==> src/verilog/ocg_pkg.sv <==
// Constants and types shared by the oscillator trim and clock generation block
package ocg_pkg;
    localparam int CORE_CLK_MHZ      = 200;
    localparam int TRIM_UNIT_US      = 250;
    localparam int TRIM_UNIT_CYCLES  = TRIM_UNIT_US * CORE_CLK_MHZ;

    localparam int TRIM_W            = 11;
    localparam int FINE_W            = 8;
    localparam int COARSE_W          = 3;
    localparam int COARSE_LSB        = 8;
    localparam int THERMO_W          = 7;
    localparam logic [10:0] TRIM_MAX_CAP = 11'h000;

    localparam int SEQ_FIELD_W       = 4;

    localparam int CAL_SEL_W         = 16;
    localparam int CAL_START_BIT     = 2;
    localparam int CAL_SRC_LSB       = 0;
    localparam int CAL_SRC_W         = 2;
    localparam logic [1:0] SRC_SLOW_RC   = 2'h0;
    localparam logic [1:0] SRC_FAST_RC   = 2'h1;
    localparam logic [1:0] SRC_SLOW_XTAL = 2'h2;
    localparam logic [1:0] SRC_ENH_RC    = 2'h3;
    localparam int CAL_N_W           = 16;
    localparam int CAL_M_W           = 32;
    localparam int CAL_HALF_W        = 16;

    localparam int FAST_RC_TRIM_W    = 4;
    localparam logic [3:0] FAST_RC_TRIM_RESET = 4'h0;

    localparam int NUM_PERIPH        = 8;
    localparam int PERIPH_SPI        = 0;
    localparam int SPI_SEL_W         = 2;
    localparam int SPI_HALF_W        = 3;
    localparam logic [2:0] SPI_HALF_DIV2  = 3'h1;
    localparam logic [2:0] SPI_HALF_DIV4  = 3'h2;
    localparam logic [2:0] SPI_HALF_DIV8  = 3'h4;
    localparam logic [2:0] SPI_HALF_DIV14 = 3'h7;

    localparam int STAT_TRIM_BIT     = 0;
    localparam int STAT_SETTLED_BIT  = 1;
    localparam int STAT_W            = 2;

    typedef enum logic [1:0] {
        OCG_SEQ_IDLE   = 2'b00,
        OCG_SEQ_DELAY  = 2'b01,
        OCG_SEQ_SETTLE = 2'b10,
        OCG_SEQ_DONE   = 2'b11
    } ocg_seq_type;

    typedef enum logic [1:0] {
        OCG_CAL_IDLE = 2'b00,
        OCG_CAL_ARM  = 2'b01,
        OCG_CAL_RUN  = 2'b10
    } ocg_cal_type;
endpackage : ocg_pkg

==> src/verilog/ocg_top.sv <==
// Crystal trim, trim sequencer, reference counter and peripheral clock control
`timescale 1ns/1ps
`default_nettype none

// Functional notes
// - Trim 0x000 max capacitance, 0x7FF minimum
// - Low eight trim bits drive capacitors directly
// - Top three bits thermometer decoded, seven switches
// - Delay count in 250 us, then apply
// - Zero delay applies trim at crystal start
// - Settle count after apply, then settled flag
// - Reference counter selects oscillator by code
// - Measurement length is N selected cycles
// - Start bit begins, cleared when measurement done
// - 32-bit crystal count M in halves
// - Each clock via divider or gate, stoppable
// - One control word gates peripheral clocks
// - Serial interface clock divided 2,4,8,14
// - Fast RC trim resets to minimum value
// - Fast RC clocks system while crystal settles
// - Slow crystal untrimmed, clocks deep sleep
module ocg_top #(
    parameter int TRIM_UNIT_CYCLES = ocg_pkg::TRIM_UNIT_CYCLES,
    parameter int NUM_PERIPH       = ocg_pkg::NUM_PERIPH
) (
    input  wire logic                                core_clk,
    input  wire logic                                rst_n,
    input  wire logic [ocg_pkg::TRIM_W-1:0]          xtal_trim_word,
    input  wire logic                                fast_crystal_en,
    input  wire logic [ocg_pkg::SEQ_FIELD_W-1:0]     trim_delay_units,
    input  wire logic [ocg_pkg::SEQ_FIELD_W-1:0]     settle_delay_units,
    output logic      [ocg_pkg::FINE_W-1:0]          fine_cap_switch,
    output logic      [ocg_pkg::THERMO_W-1:0]        coarse_cap_switch,
    output logic      [ocg_pkg::STAT_W-1:0]          system_status_word,
    input  wire logic                                fast_crystal_osc,
    input  wire logic                                slow_crystal_osc,
    input  wire logic                                fast_rc_osc,
    input  wire logic                                slow_rc_osc,
    input  wire logic                                enhanced_rc_osc,
    input  wire logic [ocg_pkg::CAL_N_W-1:0]         calib_length_n,
    input  wire logic                                calib_sel_we,
    input  wire logic [ocg_pkg::CAL_SEL_W-1:0]       calib_sel_wdata,
    output logic      [ocg_pkg::CAL_SEL_W-1:0]       calib_sel_word,
    output logic      [ocg_pkg::CAL_HALF_W-1:0]      calib_result_high,
    output logic      [ocg_pkg::CAL_HALF_W-1:0]      calib_result_low,
    input  wire logic [NUM_PERIPH-1:0]               periph_clock_gates,
    input  wire logic [ocg_pkg::SPI_SEL_W-1:0]       spi_clk_div_sel,
    output logic      [NUM_PERIPH-1:0]               periph_clk_enable,
    output logic                                     spi_clk_div,
    input  wire logic                                fast_rc_config_we,
    input  wire logic [ocg_pkg::FAST_RC_TRIM_W-1:0]  fast_rc_config_wdata,
    output logic      [ocg_pkg::FAST_RC_TRIM_W-1:0]  fast_rc_trim_field,
    input  wire logic                                fuse_mirror_busy,
    input  wire logic                                deep_sleep,
    output logic                                     sys_clk_from_crystal,
    output logic                                     sleep_clk_from_slow_xtal
);
    localparam int TICK_W = $clog2(TRIM_UNIT_CYCLES + 1);

    function automatic logic [ocg_pkg::THERMO_W-1:0] thermo_decode(
        input logic [ocg_pkg::COARSE_W-1:0] code
    );
        logic [ocg_pkg::THERMO_W-1:0] res;
        res = '0;
        for (int k = 0; k < ocg_pkg::THERMO_W; k++) begin
            res[k] = (k == 0) || (int'(code) > k);
        end
        return res;
    endfunction : thermo_decode

    function automatic logic [ocg_pkg::SPI_HALF_W-1:0] spi_half(
        input logic [ocg_pkg::SPI_SEL_W-1:0] sel
    );
        logic [ocg_pkg::SPI_HALF_W-1:0] res;
        res = ocg_pkg::SPI_HALF_DIV2;
        case (sel)
            2'h0: res = ocg_pkg::SPI_HALF_DIV2;
            2'h1: res = ocg_pkg::SPI_HALF_DIV4;
            2'h2: res = ocg_pkg::SPI_HALF_DIV8;
            default: res = ocg_pkg::SPI_HALF_DIV14;
        endcase
        return res;
    endfunction : spi_half

    // Shared by the delay and settle phases so both end on the same tick count
    function automatic logic units_done(
        input logic [ocg_pkg::SEQ_FIELD_W-1:0] count,
        input logic [ocg_pkg::SEQ_FIELD_W-1:0] target
    );
        return (count + 4'h1) >= target;
    endfunction : units_done

    function automatic logic [ocg_pkg::SPI_HALF_W-1:0] spi_step(
        input logic [ocg_pkg::SPI_HALF_W-1:0] count
    );
        return count + 3'h1;
    endfunction : spi_step

    // Trim sequencer
    ocg_pkg::ocg_seq_type            seq_q;
    logic [TICK_W-1:0]               tick_cnt_q;
    logic [ocg_pkg::SEQ_FIELD_W-1:0] unit_cnt_q;
    logic                            trim_applied_q;
    logic                            settled_q;
    logic                            tick;

    assign tick = (tick_cnt_q == TICK_W'(TRIM_UNIT_CYCLES - 1));

    always_ff @(posedge core_clk or negedge rst_n) begin
        if (!rst_n) begin
            tick_cnt_q <= '0;
        end else if (!fast_crystal_en || seq_q == ocg_pkg::OCG_SEQ_IDLE || tick) begin
            tick_cnt_q <= '0;
        end else begin
            tick_cnt_q <= tick_cnt_q + TICK_W'(1);
        end
    end

    always_ff @(posedge core_clk or negedge rst_n) begin
        if (!rst_n) begin
            seq_q          <= ocg_pkg::OCG_SEQ_IDLE;
            unit_cnt_q     <= '0;
            trim_applied_q <= 1'b0;
            settled_q      <= 1'b0;
        end else if (!fast_crystal_en) begin
            seq_q          <= ocg_pkg::OCG_SEQ_IDLE;
            unit_cnt_q     <= '0;
            trim_applied_q <= 1'b0;
            settled_q      <= 1'b0;
        end else begin
            case (seq_q)
                ocg_pkg::OCG_SEQ_IDLE: begin
                    unit_cnt_q <= '0;
                    if (trim_delay_units == '0) begin
                        trim_applied_q <= 1'b1;
                        seq_q          <= ocg_pkg::OCG_SEQ_SETTLE;
                    end else begin
                        seq_q <= ocg_pkg::OCG_SEQ_DELAY;
                    end
                end
                ocg_pkg::OCG_SEQ_DELAY: begin
                    if (tick) begin
                        if (units_done(unit_cnt_q, trim_delay_units)) begin
                            trim_applied_q <= 1'b1;
                            unit_cnt_q     <= '0;
                            seq_q          <= ocg_pkg::OCG_SEQ_SETTLE;
                        end else begin
                            unit_cnt_q <= unit_cnt_q + 4'h1;
                        end
                    end
                end
                ocg_pkg::OCG_SEQ_SETTLE: begin
                    if (settle_delay_units == '0) begin
                        settled_q <= 1'b1;
                        seq_q     <= ocg_pkg::OCG_SEQ_DONE;
                    end else if (tick) begin
                        if (units_done(unit_cnt_q, settle_delay_units)) begin
                            settled_q <= 1'b1;
                            seq_q     <= ocg_pkg::OCG_SEQ_DONE;
                        end else begin
                            unit_cnt_q <= unit_cnt_q + 4'h1;
                        end
                    end
                end
                default: begin
                    seq_q <= ocg_pkg::OCG_SEQ_DONE;
                end
            endcase
        end
    end

    always_ff @(posedge core_clk or negedge rst_n) begin
        if (!rst_n) begin
            system_status_word <= '0;
        end else begin
            system_status_word[ocg_pkg::STAT_TRIM_BIT]    <= trim_applied_q;
            system_status_word[ocg_pkg::STAT_SETTLED_BIT] <= settled_q;
        end
    end

    // Capacitor switches; untrimmed crystal sits at maximum load until applied
    logic [ocg_pkg::TRIM_W-1:0] eff_trim;
    assign eff_trim = trim_applied_q ? xtal_trim_word : ocg_pkg::TRIM_MAX_CAP;

    always_ff @(posedge core_clk or negedge rst_n) begin
        if (!rst_n) begin
            fine_cap_switch   <= '0;
            coarse_cap_switch <= '0;
        end else begin
            fine_cap_switch   <= eff_trim[ocg_pkg::FINE_W-1:0];
            coarse_cap_switch <= thermo_decode(
                eff_trim[ocg_pkg::COARSE_LSB +: ocg_pkg::COARSE_W]);
        end
    end

    // Reference counter; all oscillator inputs are sampled levels
    logic [4:0] osc_prev_q;
    logic [4:0] osc_now;
    logic [4:0] osc_rise;
    assign osc_now  = {enhanced_rc_osc, slow_crystal_osc, fast_rc_osc, slow_rc_osc,
                       fast_crystal_osc};
    assign osc_rise = osc_now & ~osc_prev_q;

    always_ff @(posedge core_clk or negedge rst_n) begin
        if (!rst_n) begin
            osc_prev_q <= '0;
        end else begin
            osc_prev_q <= osc_now;
        end
    end

    ocg_pkg::ocg_cal_type            cal_q;
    logic [ocg_pkg::CAL_SRC_W-1:0]   cal_src_q;
    logic [ocg_pkg::CAL_N_W-1:0]     cal_n_q;
    logic [ocg_pkg::CAL_N_W-1:0]     cal_ncnt_q;
    logic [ocg_pkg::CAL_M_W-1:0]     cal_mcnt_q;
    logic                            src_rise;
    logic                            xtal_rise;
    logic [ocg_pkg::CAL_M_W-1:0]     m_next;

    assign xtal_rise = osc_rise[0];
    always_comb begin
        src_rise = 1'b0;
        case (cal_src_q)
            ocg_pkg::SRC_SLOW_RC:   src_rise = osc_rise[1];
            ocg_pkg::SRC_FAST_RC:   src_rise = osc_rise[2];
            ocg_pkg::SRC_SLOW_XTAL: src_rise = osc_rise[3];
            default:                src_rise = osc_rise[4];
        endcase
    end
    assign m_next = cal_mcnt_q + {{(ocg_pkg::CAL_M_W-1){1'b0}}, xtal_rise};

    always_ff @(posedge core_clk or negedge rst_n) begin
        if (!rst_n) begin
            cal_q             <= ocg_pkg::OCG_CAL_IDLE;
            cal_src_q         <= '0;
            cal_n_q           <= '0;
            cal_ncnt_q        <= '0;
            cal_mcnt_q        <= '0;
            calib_sel_word    <= '0;
            calib_result_high <= '0;
            calib_result_low  <= '0;
        end else begin
            case (cal_q)
                ocg_pkg::OCG_CAL_IDLE: begin
                    // Writes during a measurement are dropped to keep M consistent
                    if (calib_sel_we) begin
                        calib_sel_word <= calib_sel_wdata;
                        cal_src_q      <= calib_sel_wdata[ocg_pkg::CAL_SRC_LSB +:
                                                          ocg_pkg::CAL_SRC_W];
                        cal_n_q        <= calib_length_n;
                        if (calib_sel_wdata[ocg_pkg::CAL_START_BIT]) begin
                            cal_q <= ocg_pkg::OCG_CAL_ARM;
                        end
                    end
                end
                ocg_pkg::OCG_CAL_ARM: begin
                    cal_ncnt_q <= '0;
                    cal_mcnt_q <= '0;
                    if (cal_n_q == '0) begin
                        calib_result_high <= '0;
                        calib_result_low  <= '0;
                        calib_sel_word[ocg_pkg::CAL_START_BIT] <= 1'b0;
                        cal_q <= ocg_pkg::OCG_CAL_IDLE;
                    end else if (src_rise) begin
                        cal_q <= ocg_pkg::OCG_CAL_RUN;
                    end
                end
                ocg_pkg::OCG_CAL_RUN: begin
                    cal_mcnt_q <= m_next;
                    if (src_rise) begin
                        if (cal_ncnt_q + 16'h0001 == cal_n_q) begin
                            calib_result_high <= m_next[ocg_pkg::CAL_M_W-1 -: ocg_pkg::CAL_HALF_W];
                            calib_result_low  <= m_next[ocg_pkg::CAL_HALF_W-1:0];
                            calib_sel_word[ocg_pkg::CAL_START_BIT] <= 1'b0;
                            cal_q <= ocg_pkg::OCG_CAL_IDLE;
                        end else begin
                            cal_ncnt_q <= cal_ncnt_q + 16'h0001;
                        end
                    end
                end
                default: begin
                    cal_q <= ocg_pkg::OCG_CAL_IDLE;
                end
            endcase
        end
    end

    // Peripheral clock gates and serial interface divider
    logic [ocg_pkg::SPI_HALF_W-1:0] spi_cnt_q;

    always_ff @(posedge core_clk or negedge rst_n) begin
        if (!rst_n) begin
            periph_clk_enable <= '0;
        end else begin
            periph_clk_enable <= periph_clock_gates;
        end
    end

    always_ff @(posedge core_clk or negedge rst_n) begin
        if (!rst_n) begin
            spi_cnt_q   <= '0;
            spi_clk_div <= 1'b0;
        end else if (!periph_clock_gates[ocg_pkg::PERIPH_SPI]) begin
            spi_cnt_q   <= '0;
            spi_clk_div <= 1'b0;
        end else if (spi_step(spi_cnt_q) >= spi_half(spi_clk_div_sel)) begin
            spi_cnt_q   <= '0;
            spi_clk_div <= ~spi_clk_div;
        end else begin
            spi_cnt_q <= spi_step(spi_cnt_q);
        end
    end

    // Fast RC trim and clock source selection
    always_ff @(posedge core_clk or negedge rst_n) begin
        if (!rst_n) begin
            fast_rc_trim_field <= ocg_pkg::FAST_RC_TRIM_RESET;
        end else if (fast_rc_config_we) begin
            fast_rc_trim_field <= fast_rc_config_wdata;
        end
    end

    always_ff @(posedge core_clk or negedge rst_n) begin
        if (!rst_n) begin
            sys_clk_from_crystal     <= 1'b0;
            sleep_clk_from_slow_xtal <= 1'b0;
        end else begin
            // Fast RC stays in use until the crystal is trimmed and settled and the fuse mirror is no longer busy
            sys_clk_from_crystal     <= settled_q && !fuse_mirror_busy;
            sleep_clk_from_slow_xtal <= deep_sleep;
        end
    end
endmodule : ocg_top

`default_nettype wire

==> config.mk <==
export PLATFORM = sky130hd
export DESIGN_NAME = ocg_top
export DESIGN_NICKNAME = d
export VERILOG_FILES = /design/src/verilog/ocg_pkg.sv /design/src/verilog/ocg_top.sv
export SDC_FILE = /design/constraint.sdc
export NUM_CORES = 1
export LEC_CHECK = 0
export BUFFER_PORTS_ARGS = -buffer_cell sky130_fd_sc_hd__buf_2
export CAP_MARGIN = 20
export CORE_AREA = 2 2 131 133
export CTS_CLUSTER_SIZE = 14
export DETAILED_ROUTE_END_ITERATION = 8
export DIE_AREA = 0 0 133 135
export GPL_ROUTABILITY_DRIVEN = 1
export HOLD_SLACK_MARGIN = 0.02
export PLACE_DENSITY = 0.84
export SYNTH_ARGS = -nofsm -noshare
export SYNTH_HDL_FRONTEND = slang
export SYNTH_SLANG_ARGS = --single-unit
==> constraint.sdc <==
create_clock -name core_clk -period 4.09 [get_ports core_clk]
set_clock_uncertainty 0.1 [all_clocks]
set_input_delay 0.2045 -clock core_clk [delete_from_list [all_inputs] [get_ports core_clk]]
set_output_delay 0.2045 -clock core_clk [all_outputs]
set_load 0.01 [all_outputs]
Yosys cells after proc, flatten, opt, wreduce, memory -nomap -nowiden --
Index checks and enable logic that the tools add are counted.
Word-level totals: bits in registers 180, input port bits 77, logic and storage cells 152
Operators by class: add/sub/neg operators 5, magnitude comparators 9, equal/unequal tests 31, multiplexer cells 57, bitwise logic cells 3, reduce and logical (&&, ||, !) cells 23
Operators with widths (count):
- 2-to-1 mux 16 bit | 8
- case mux 16 bit (2 select lines) | 3
- case mux 32 bit (2 select lines) | 1
- adder 16 x 1 -> 16 bit, second input constant | 2
- adder 32 x 1 -> 32 bit | 1
- 2-to-1 mux 2 bit | 13
- 2-to-1 mux 4 bit | 6
- != test 3 bit, second input constant | 6
- equality test 16 bit | 1
- equality test 16 bit, second input constant | 1
- zero test 16 bit | 1
- AND reduction 5 bit | 3
- 2-to-1 mux 1 bit | 14
- 2-to-1 mux 3 bit | 4
- != test 2 bit, second input constant | 6
- case mux 2 bit (3 select lines) | 2
- case mux 4 bit (3 select lines) | 1
- AND reduction 4 bit | 3
- 2-to-1 mux 11 bit | 1
- > comparator 3 bit, second input constant | 3
- != test 3 x 1 -> 1 bit, second input constant | 3
- case mux 3 bit (3 select lines) | 1
- equality test 2 x 1 -> 1 bit, second input constant | 4
- equality test 2 bit, second input constant | 4
- 24 further kinds | 36

Depth between registers and ports, before layout --
Gate-level depths: netlist of run 1.
depth in word-level cells 7, depth in mapped cells 11, depth with buffers taken out 10

Worst setup path before layout of run 1 --
OpenSTA, ideal clock, no wires.
path kind register to register, start register osc_prev_q[0], end register calib_result_high[12] (netlist name), library setup time 0.120 ns, arrival time 2.717 ns, required time 3.870 ns, setup slack 1.153 ns, cell stages (with the launch flop) 12, path through dfrtp_1 -> nor2b_1 -> ha_1 -> ha_1 -> nand4_1 -> nor3_2 -> nand3_1 -> or2_2 -> clkbuf_1 -> o21a_1 -> or2_2 -> a31o_2
On the way: word-level cells in the longest chain between the ends 6
Ends and longest elaborated chain:
- start: declaration | line ocg_top.sv:197 | logic [4:0] osc_prev_q;
- start signal: assignment | line ocg_top.sv:208 | osc_prev_q <= osc_now;
- inverter 5 bit | line ocg_top.sv:202 | assign osc_rise = osc_now & ~osc_prev_q;
- bitwise AND 5 bit | line ocg_top.sv:202
- adder 32 x 1 -> 32 bit | line ocg_top.sv:231 | assign m_next = cal_mcnt_q + {{(ocg_pkg::CAL_M_W-1){1'b0}}, xtal_rise};
- 2-to-1 mux 16 bit | line ocg_top.sv:272 | if (cal_ncnt_q + 16'h0001 == cal_n_q) begin
- 2-to-1 mux 16 bit | line ocg_top.sv:271 | if (src_rise) begin
- case mux 16 bit (2 select lines) | line ocg_top.sv:244 | case (cal_q)
- end signal: assignment | line ocg_top.sv:273 | calib_result_high <= m_next[ocg_pkg::CAL_M_W-1 -: ocg_pkg::CAL_HALF_W];
- end: declaration | line ocg_top.sv:44 | output logic [ocg_pkg::CAL_HALF_W-1:0] calib_result_high,
No other way between the ends. The select of a mux whose other input is x is not followed. A chain may end at the register's enable or synchronous reset.

Worst setup path after layout of run 1 --
start register cal_ncnt_q[0] (netlist name), end register cal_q[0]
On the way: word-level cells in the longest chain between the ends 4
Ends and longest elaborated chain:
- start: declaration | line ocg_top.sv:215 | logic [ocg_pkg::CAL_N_W-1:0] cal_ncnt_q;
- start signal: assignment | line ocg_top.sv:278 | cal_ncnt_q <= cal_ncnt_q + 16'h0001;
- adder 16 x 1 -> 16 bit | line ocg_top.sv:272
- equality test 16 bit | line ocg_top.sv:272
- != test 2 bit (no line)
- AND reduction 5 bit (no line)
- end signal: assignment | line ocg_top.sv:266 | cal_q <= ocg_pkg::OCG_CAL_RUN;
- end signal: assignment | line ocg_top.sv:276 | cal_q <= ocg_pkg::OCG_CAL_IDLE;
- end signal: assignment | line ocg_top.sv:283 | cal_q <= ocg_pkg::OCG_CAL_IDLE;
- end: declaration | line ocg_top.sv:212 | ocg_pkg::ocg_cal_type cal_q;
No other way between the ends.

==> summary.txt, run 1 <==
Synthesis
  – Synth area leader: dfrtp_1
  – Main combinational cell family by area after synthesis: simple AND/OR/NAND/NOR gates
  – Adder-cell share of the synthesized area: 0.0363
  – Syn Nets: 1033
  – Count of different cell masters after synthesis: 76
  – Synth Area in Compound Gates: 0.124
  – Ys Warns: 0
  – Sequential share of the synthesized area: 0.479
  – Top cells by area, synth: dfrtp_1 48%, nand2_1 5.2%, mux2_2 5.0%
  – Post-Syn Area per Cell: 10.0 sq um
  – Number of flops mapped to enable cells by yosys: 0
  – Post-Synth XOR/XNOR Area: 0.0598
  – Top FF cell, synth: dfrtp_1
  – Async SR Flop Fraction: 1.00
  – Synth Cell Area: 0.00930 sq mm
  – Register bit count reported by yosys: 178
  – Mux contribution to synthesized area: 0.0636
  – Post-Syn Instances: 929
  – Top cell type's share of synthesized area: 0.479
  – Post-synthesis simple-gate area fraction: 0.197

CTS
  – H-tree levels: 4
  – CTS buffer count: 17
  – Resize count post-CTS: 0
  – Postcts setup bufs: 0
  – CTS root buf: clkbuf_16
  – Clk pin slew, worst setup/hold paths: 0.07 ns
  – CTS Hold Bufs: 71
  – Clock Path Buffers: 2
  – CTS sink cnt: 178
  – CTS tree: yes
  – Worst-skew pair later-pin latency: 0.43 ns

Routing
  – DR pass1 iterations: 7
  – Routed Wire Length: 24700 um
  – Wire per inst: 18.0 um
  – Antenna-violating nets left: 0
  – Via count: 8075
  – Vias per cell: 5.89
  – Initial DRC Count: 688
  – Post-route DRC: 0

Timing
  – Final Setup Violations: 0
  – Setup TNS Final: 0 ns
  – Worst Tran Pin Value: 0.946 ns
  – RSZ-0062 raised after global routing: false
  – Setup ws final: 0.483 ns
  – Min cycle time layout: 3.61 ns
  – Max-Slew Margin vs Limit: 0.369
  – Fmax: 277 MHz
  – Max Slew Vio Count: 0
  – Final period util: 0.882
  – Fin. Hold Viols: 0

Floorplan
  – Core box area: 0.0164 sq mm
  – Row count: 47
  – Initial Util: 0.567
  – I/O pin count: 157
  – Die Wd: 133 um
  – Die height: 135 um
  – Die area: 0.0180 sq mm

Final layout
  – Layout cell share with drive strength beyond 1: 0.236
  – Filler cell count: 1171
  – Area of the multi-input gates: 0.00448 sq mm
  – Finished Core Util: 0.701
  – Commonest non-fill, non-tap cells in the layout: 178 x dfrtp_1, 155 x buf_2, 130 x nand2_1
  – Final nets: 1242
  – Seq. cell area: 0.00445 sq mm
  – Synth-to-Final Area Change: 23.7%
  – Most common cell after layout, fill and taps aside: dfrtp_1

Global route
  – First-pass GRT wire length: 41200 um
  – Antenna violations before repair: 1
  – GRT Total Usage: 0.287
  – Vias in the first global route: 8134
  – Pin count of the biggest net entering global routing: 98
  – Global route total overflow: 0

Worst setup path
  – CP Capture Type: register
  – Crit-path leading delay family: simple AND/OR/NAND/NOR gates
  – WS Path Type: reg -> reg
  – CP bufs+invs: 1
  – Crit path cell chain: ha_1 > nand3_1 > nor3_1 > o211ai_1 > a211o_1 > nor4_4 > o2111ai_1 > dlygate4sd3_1 > a2bb2oi_1
  – Crit-path slowest cell: dfrtp_1
  – Critical Path Source Type: register
  – Crit path DAT: 3.85 ns
  – CP peak stage delay: 0.61 ns
  – Crit path required time: 4.33 ns
  – Max FO, Critical Path: 11

Min path
  – Hold Crit Class: in -> reg

Power
  – Leakage power: 5.30 nW
  – Power Dens Cells: 495 mW/mm^2
  – Peak supply drop: 0.000440 V

Flow run
  – Max cap viols: 0

Placement
  – Placer Congestion: 0.939
  – DP HPWL: 15300 um
  – Setup WS pre-CTS: 0.640 ns
  – IO buf count: 156

Outcome
  – Status: finished, final reports clean
-- cells by family (layout without fill, tap and decap cells) --
kind of cell / after synthesis / in the layout
simple gates: 357 / 357
flops: 178 / 178
compound gates: 165 / 165
buf+inv: 85 / 306
xor+xnor: 62 / 62
mux: 54 / 54
fa+ha+maj: 27 / 27
other cells: 1 / 2
-- sequential cells by signal, indices dropped and copies added, names as in the netlist, 7 cells and up --
| name | cells |
|---|---|
| coarse_cap_switch | 7 |
| fine_cap_switch | 8 |
| tick_cnt_q | 16 |
| calib_result_low | 16 |
| periph_clk_enable | 8 |
| cal_mcnt_q | 32 |
| calib_sel_word | 16 |
| cal_n_q | 16 |
| cal_ncnt_q | 16 |
| calib_result_high | 16 |
-- power by group --
part / leakage, nW / internal [mW] / switching [mW]
clock: 0.265 / 0.857 / 0.679
sequential: 2.36 / 2.02 / 0.262
combinational: 2.67 / 0.768 / 1.11
total: 5.30 / 3.65 / 2.05
-- per-layer routing --
layer	vias up	share of wire	global-route usage	wire length, um
met5	-	0	0	0
li1	3708	-	-	-
met1	3917	0.40	0.356	9870
met3	79	0.071	0.0664	1740
met2	371	0.49	0.483	12200
met4	0	0.035	0.124	872
-- final cells by class --
| type | count | share of cell area |
|---|---|---|
| antenna | 1 | 0.000217 |
| clock buffer | 24 | 0.0436 |
| clock inverter | 7 | 0.00435 |
| inverter | 35 | 0.0114 |
| multi-input combinational | 666 | 0.390 |
| sequential | 178 | 0.387 |
| tap | 220 | 0.0239 |
| timing repair buffer | 240 | 0.140 |
-- cell usage after synthesis (3+ instances only) --
cell type	n
buf_2	7
nor3b_1	3
o21ai_0	40
a21oi_1	14
and2_1	17
o221ai_1	3
mux2i_1	13
a31o_2	13
and4_1	5
nor2b_1	11
dfrtp_1	178
buf_1	5
a221o_1	5
nand2_1	130
o31ai_1	14
inv_1	34
xnor2_1	42
xor2_1	19
nor3_1	20
clkbuf_1	32
o21a_1	8
nand2b_1	6
nor4b_1	4
o22ai_1	9
nor2_1	44
buf_6	3
and3_1	18
nand3b_1	4
a21o_1	6
ha_1	27
nor4_1	11
nand4_1	21
or2_2	5
nand4b_1	4
a31oi_1	7
o2bb2ai_1	4
mux2_2	41
nand3_1	40
o211ai_1	19
a22o_1	4
-- worst paths after layout --
check	start	end	slack [ns]	depth (start not counted)
worst max-delay path	cal_ncnt_q[0]	cal_q[0]	0.48	9
worst min-delay path	trim_delay_units[1]	seq_q[1]	0.10	4
worst max register to register	cal_ncnt_q[0]	cal_q[0]	0.48	9
worst min register to register	settled_q	system_status_word[1]	0.33	0
max in group asynchronous	rst_n	coarse_cap_switch[0]	2.64	3
min in group asynchronous	rst_n	periph_clk_enable[0]	0.35	2
-- stage by stage --
stage               total power [mW]  hold WS, ns  cell area [sq um]  std cells
floorplan                       3.48       -0.191               9300        929
global placement                3.99        0.213              10200       1268
detailed placement              4.05        0.214              10200       1268
CTS                             5.63       0.0786              11500       1370
global route                    5.98        0.115              11500       1371
finish                          5.70        0.102              11500       1371
-- worst min-delay path, stage by stage --
cell and delay (ns):
buf_2 0.09, nor4_1 0.06, o21ai_0 0.15, mux2i_1 0.08
(Power assumes the default switching activity.)
==> run 2: changes to the inputs <==
==> config.mk (replaced) <==
export PLATFORM = sky130hd
export DESIGN_NAME = ocg_top
export DESIGN_NICKNAME = d
export VERILOG_FILES = /design/src/verilog/ocg_pkg.sv /design/src/verilog/ocg_top.sv
export SDC_FILE = /design/constraint.sdc
export NUM_CORES = 1
export LEC_CHECK = 0
export ABC_AREA = 1
export CAP_MARGIN = 20
export CORE_AREA = 2 2 124 126
export CTS_CLUSTER_SIZE = 14
export DETAILED_ROUTE_END_ITERATION = 8
export DIE_AREA = 0 0 126 128
export DONT_BUFFER_PORTS = 1
export GPL_ROUTABILITY_DRIVEN = 1
export HOLD_SLACK_MARGIN = 0.02
export PLACE_DENSITY = 0.82
export SYNTH_ARGS = -nofsm -noshare
export SYNTH_HDL_FRONTEND = slang
export SYNTH_SLANG_ARGS = --single-unit
==> summary.txt, run 2 <==
Worst setup path
  – Crit-path leading delay family: simple AND/OR/NAND/NOR gates
  – Cell mode on critical path: nand2_1
  – Critical Path Source Type: register
  – WS Path Type: reg -> reg
  – CP bufs+invs: 0
  – R2r setup slk: 1.23 ns
  – Reg-to-reg startpoint: cal_ncnt_q[4]
  – Reg2reg end: calib_result_low[0]
  – CP peak stage delay: 0.49 ns
  – Crit-path slowest cell: dfrtp_1
  – Crit path DAT: 3.08 ns
  – Max FO, Critical Path: 32
  – Cell depth of the worst flop-to-flop path: 13
  – CP Capture Type: register
  – Crit path required time: 4.30 ns
  – Crit path cell chain: nand2_2 > nor2_2 > nand4_1 > nand2_1 > nand2_1 > nand2_1 > nand2_1 > nor2_2 > nand3_4 > nand2_4 > nand2_4 > nand2_1 > nand2_1

Power
  – Peak supply drop: 0.000495 V
  – Leakage power: 5.19 nW
  – Final Power: 5.50 mW
  – Power Dens Cells: 513 mW/mm^2

Routing
  – Wire per inst: 15.9 um
  – DR pass1 iterations: 5
  – Post-route DRC: 0
  – Vias per cell: 5.67
  – Antenna-violating nets left: 0
  – Initial DRC Count: 862
  – Via count: 7969
  – Routed Wire Length: 22300 um

Placement
  – DP HPWL: 14700 um
  – IO buf count: 0
  – Placer Congestion: 0.910

Final layout
  – Filler cell count: 1101
  – Max FFs per register: 32
  – Commonest non-fill, non-tap cells in the layout: 315 x nand2_1, 178 x dfrtp_1, 125 x inv_1
  – Most common cell after layout, fill and taps aside: nand2_1
  – Layout cell share with drive strength beyond 1: 0.0650
  – Final nets: 1307
  – Synth-to-Final Area Change: 16.2%
  – Largest reg by FF count: cal_mcnt_q

Synthesis
  – Number of flops mapped to enable cells by yosys: 0
  – Post-Syn Instances: 1136
  – Synth Cell Area: 0.00923 sq mm
  – Async SR Flop Fraction: 1.00
  – Top cells by area, synth: dfrtp_1 48%, nand2_1 13%, inv_1 5.1%
  – Register bit count reported by yosys: 178
  – Ys Warns: 0
  – Top cell type's share of synthesized area: 0.483
  – Synth area leader: dfrtp_1
  – Top FF cell, synth: dfrtp_1
  – Count of different cell masters after synthesis: 39
  – Top cells by count, synth: 315 x nand2_1, 178 x dfrtp_1, 125 x inv_1
  – Top-count cell post-synth: nand2_1
  – Syn Nets: 1240
  – Post-Syn Area per Cell: 8.12 sq um
  – Sequential share of the synthesized area: 0.483

CTS
  – CTS root buf: clkbuf_16
  – Postcts setup bufs: 0
  – CTS tree: yes
  – Clock Path Buffers: 2
  – Worst-skew pair later-pin latency: 0.44 ns
  – CTS sink cnt: 178
  – CTS Hold Bufs: 74
  – H-tree levels: 4
  – CTS buffer count: 17
  – Clk pin slew, worst setup/hold paths: 0.07 ns
  – Resize count post-CTS: 0

Global route
  – Global route total overflow: 0
  – GRT Total Usage: 0.282
  – First-pass GRT wire length: 36500 um
  – Antenna violations before repair: 0
  – Pin count of the biggest net entering global routing: 179
  – Vias in the first global route: 7463

Outcome
  – Failing checks: negative hold slack
  – Status: complete, but fails checks

Timing
  – Setup TNS Final: 0 ns
  – RSZ-0062 raised after global routing: false
  – Final period util: 0.700
  – Final Setup Violations: 0
  – Max Slew Vio Count: 0
  – Max-Slew Margin vs Limit: 0.631
  – Min cycle time layout: 2.86 ns
  – Fmax: 349 MHz
  – Fin. Hold Viols: 178
  – Hold_ws: -0.633 ns
  – Worst Tran Pin Value: 0.552 ns

Min path
  – Hold Crit Class: in -> async

Floorplan
  – Core box area: 0.0149 sq mm
  – Initial Util: 0.621
  – Die height: 128 um
  – Row count: 45
  – Die area: 0.0161 sq mm
  – I/O pin count: 157
  – Die Wd: 126 um

Flow run
  – Max cap viols: 0
-- run 2: changes by cell type after synthesis, sizes merged, moves of 16 or more --
cell | previous run | this run
a21oi | 14 | 38
xnor2 | 42 | 3
nand2 | 131 | 320
nor2 | 45 | 108
o211ai | 19 | 0
and3 | 18 | 1
nand3 | 41 | 92
and2 | 17 | 1
inv | 34 | 125
nand4 | 22 | 47
mux2 | 41 | 21
-- run 2: metal layers --
metal / GRT usage / wire length, um / up-vias
met5: 0 / 0 / -
met1: 0.395 / 9660 / 3738
met3: 0.0584 / 1690 / 54
met4: 0.109 / 595 / 0
met2: 0.439 / 10400 / 329
li1: - / - / 3848
-- run 2: metrics by stage --
stage	util	cells	cell area [sq um]	worst slack [ns]
CTS	0.719	1403	10700	1.28
global placement	0.629	1297	9340	1.35
floorplan	-	1136	9230	1.72
finish	0.721	1405	10700	1.23
detailed placement	0.629	1297	9340	1.33
global route	0.721	1404	10700	0.950
-- run 2: power by group --
| part | total, mW | switching [mW] | internal (mW) |
|---|---|---|---|
| Clock | 1.67 | 0.720 | 0.951 |
| Combinational | 1.55 | 1.02 | 0.528 |
| Sequential | 2.29 | 0.274 | 2.01 |
-- run 2: how the worst max path moves through the flow --
| stage | start | cells after the start | endpoint |
|---|---|---|---|
| after floorplan | osc_prev_q[0] | 14 | calib_result_high[2] |
| after global placement | osc_prev_q[0] | 14 | calib_result_high[2] |
| after detailed placement | osc_prev_q[0] | 14 | calib_result_high[2] |
| after CTS | cal_ncnt_q[0] | 12 | calib_result_low[0] |
| after global routing | cal_ncnt_q[0] | 15 | calib_result_low[0] |
| final | cal_ncnt_q[4] | 13 | calib_result_low[0] |
-- run 2: worst register-to-register path, stage by stage (launching register included) --
cell and delay, ns:
dfrtp_1 0.49, nand2_2 0.14, nor2_2 0.27, nand4_1 0.18
nand2_1 0.15, nand2_1 0.06, nand2_1 0.09, nand2_1 0.07
nor2_2 0.14, nand3_4 0.23, nand2_4 0.34, nand2_4 0.27
nand2_1 0.16, nand2_1 0.07
-- run 2: logic make-up (layout without fill, tap and decap cells) --
| family | after synthesis | in the layout | share of synthesized area |
|---|---|---|---|
| mux | 21 | 21 | 0.0256 |
| compound gates | 100 | 100 | 0.0571 |
| buf+inv | 160 | 240 | 0.0692 |
| other cells | 1 | 2 | 0.000406 |
| xor+xnor | 22 | 22 | 0.0240 |
| simple gates | 627 | 627 | 0.304 |
| fa+ha+maj | 27 | 27 | 0.0366 |
| flops | 178 | 178 | 0.483 |
-- run 2: layout make-up --
class	count	area [sq um]	area share
Sequential cell	178	4450	0.416
Inverter	128	480	0.0448
Clock inverter	11	144	0.0134
Clock buffer	21	460	0.0430
Tap cell	188	235	0.0219
Multi-Input combinational cell	798	4140	0.386
Antenna cell	1	2.50	0.000233
Timing Repair Buffer	80	806	0.0752
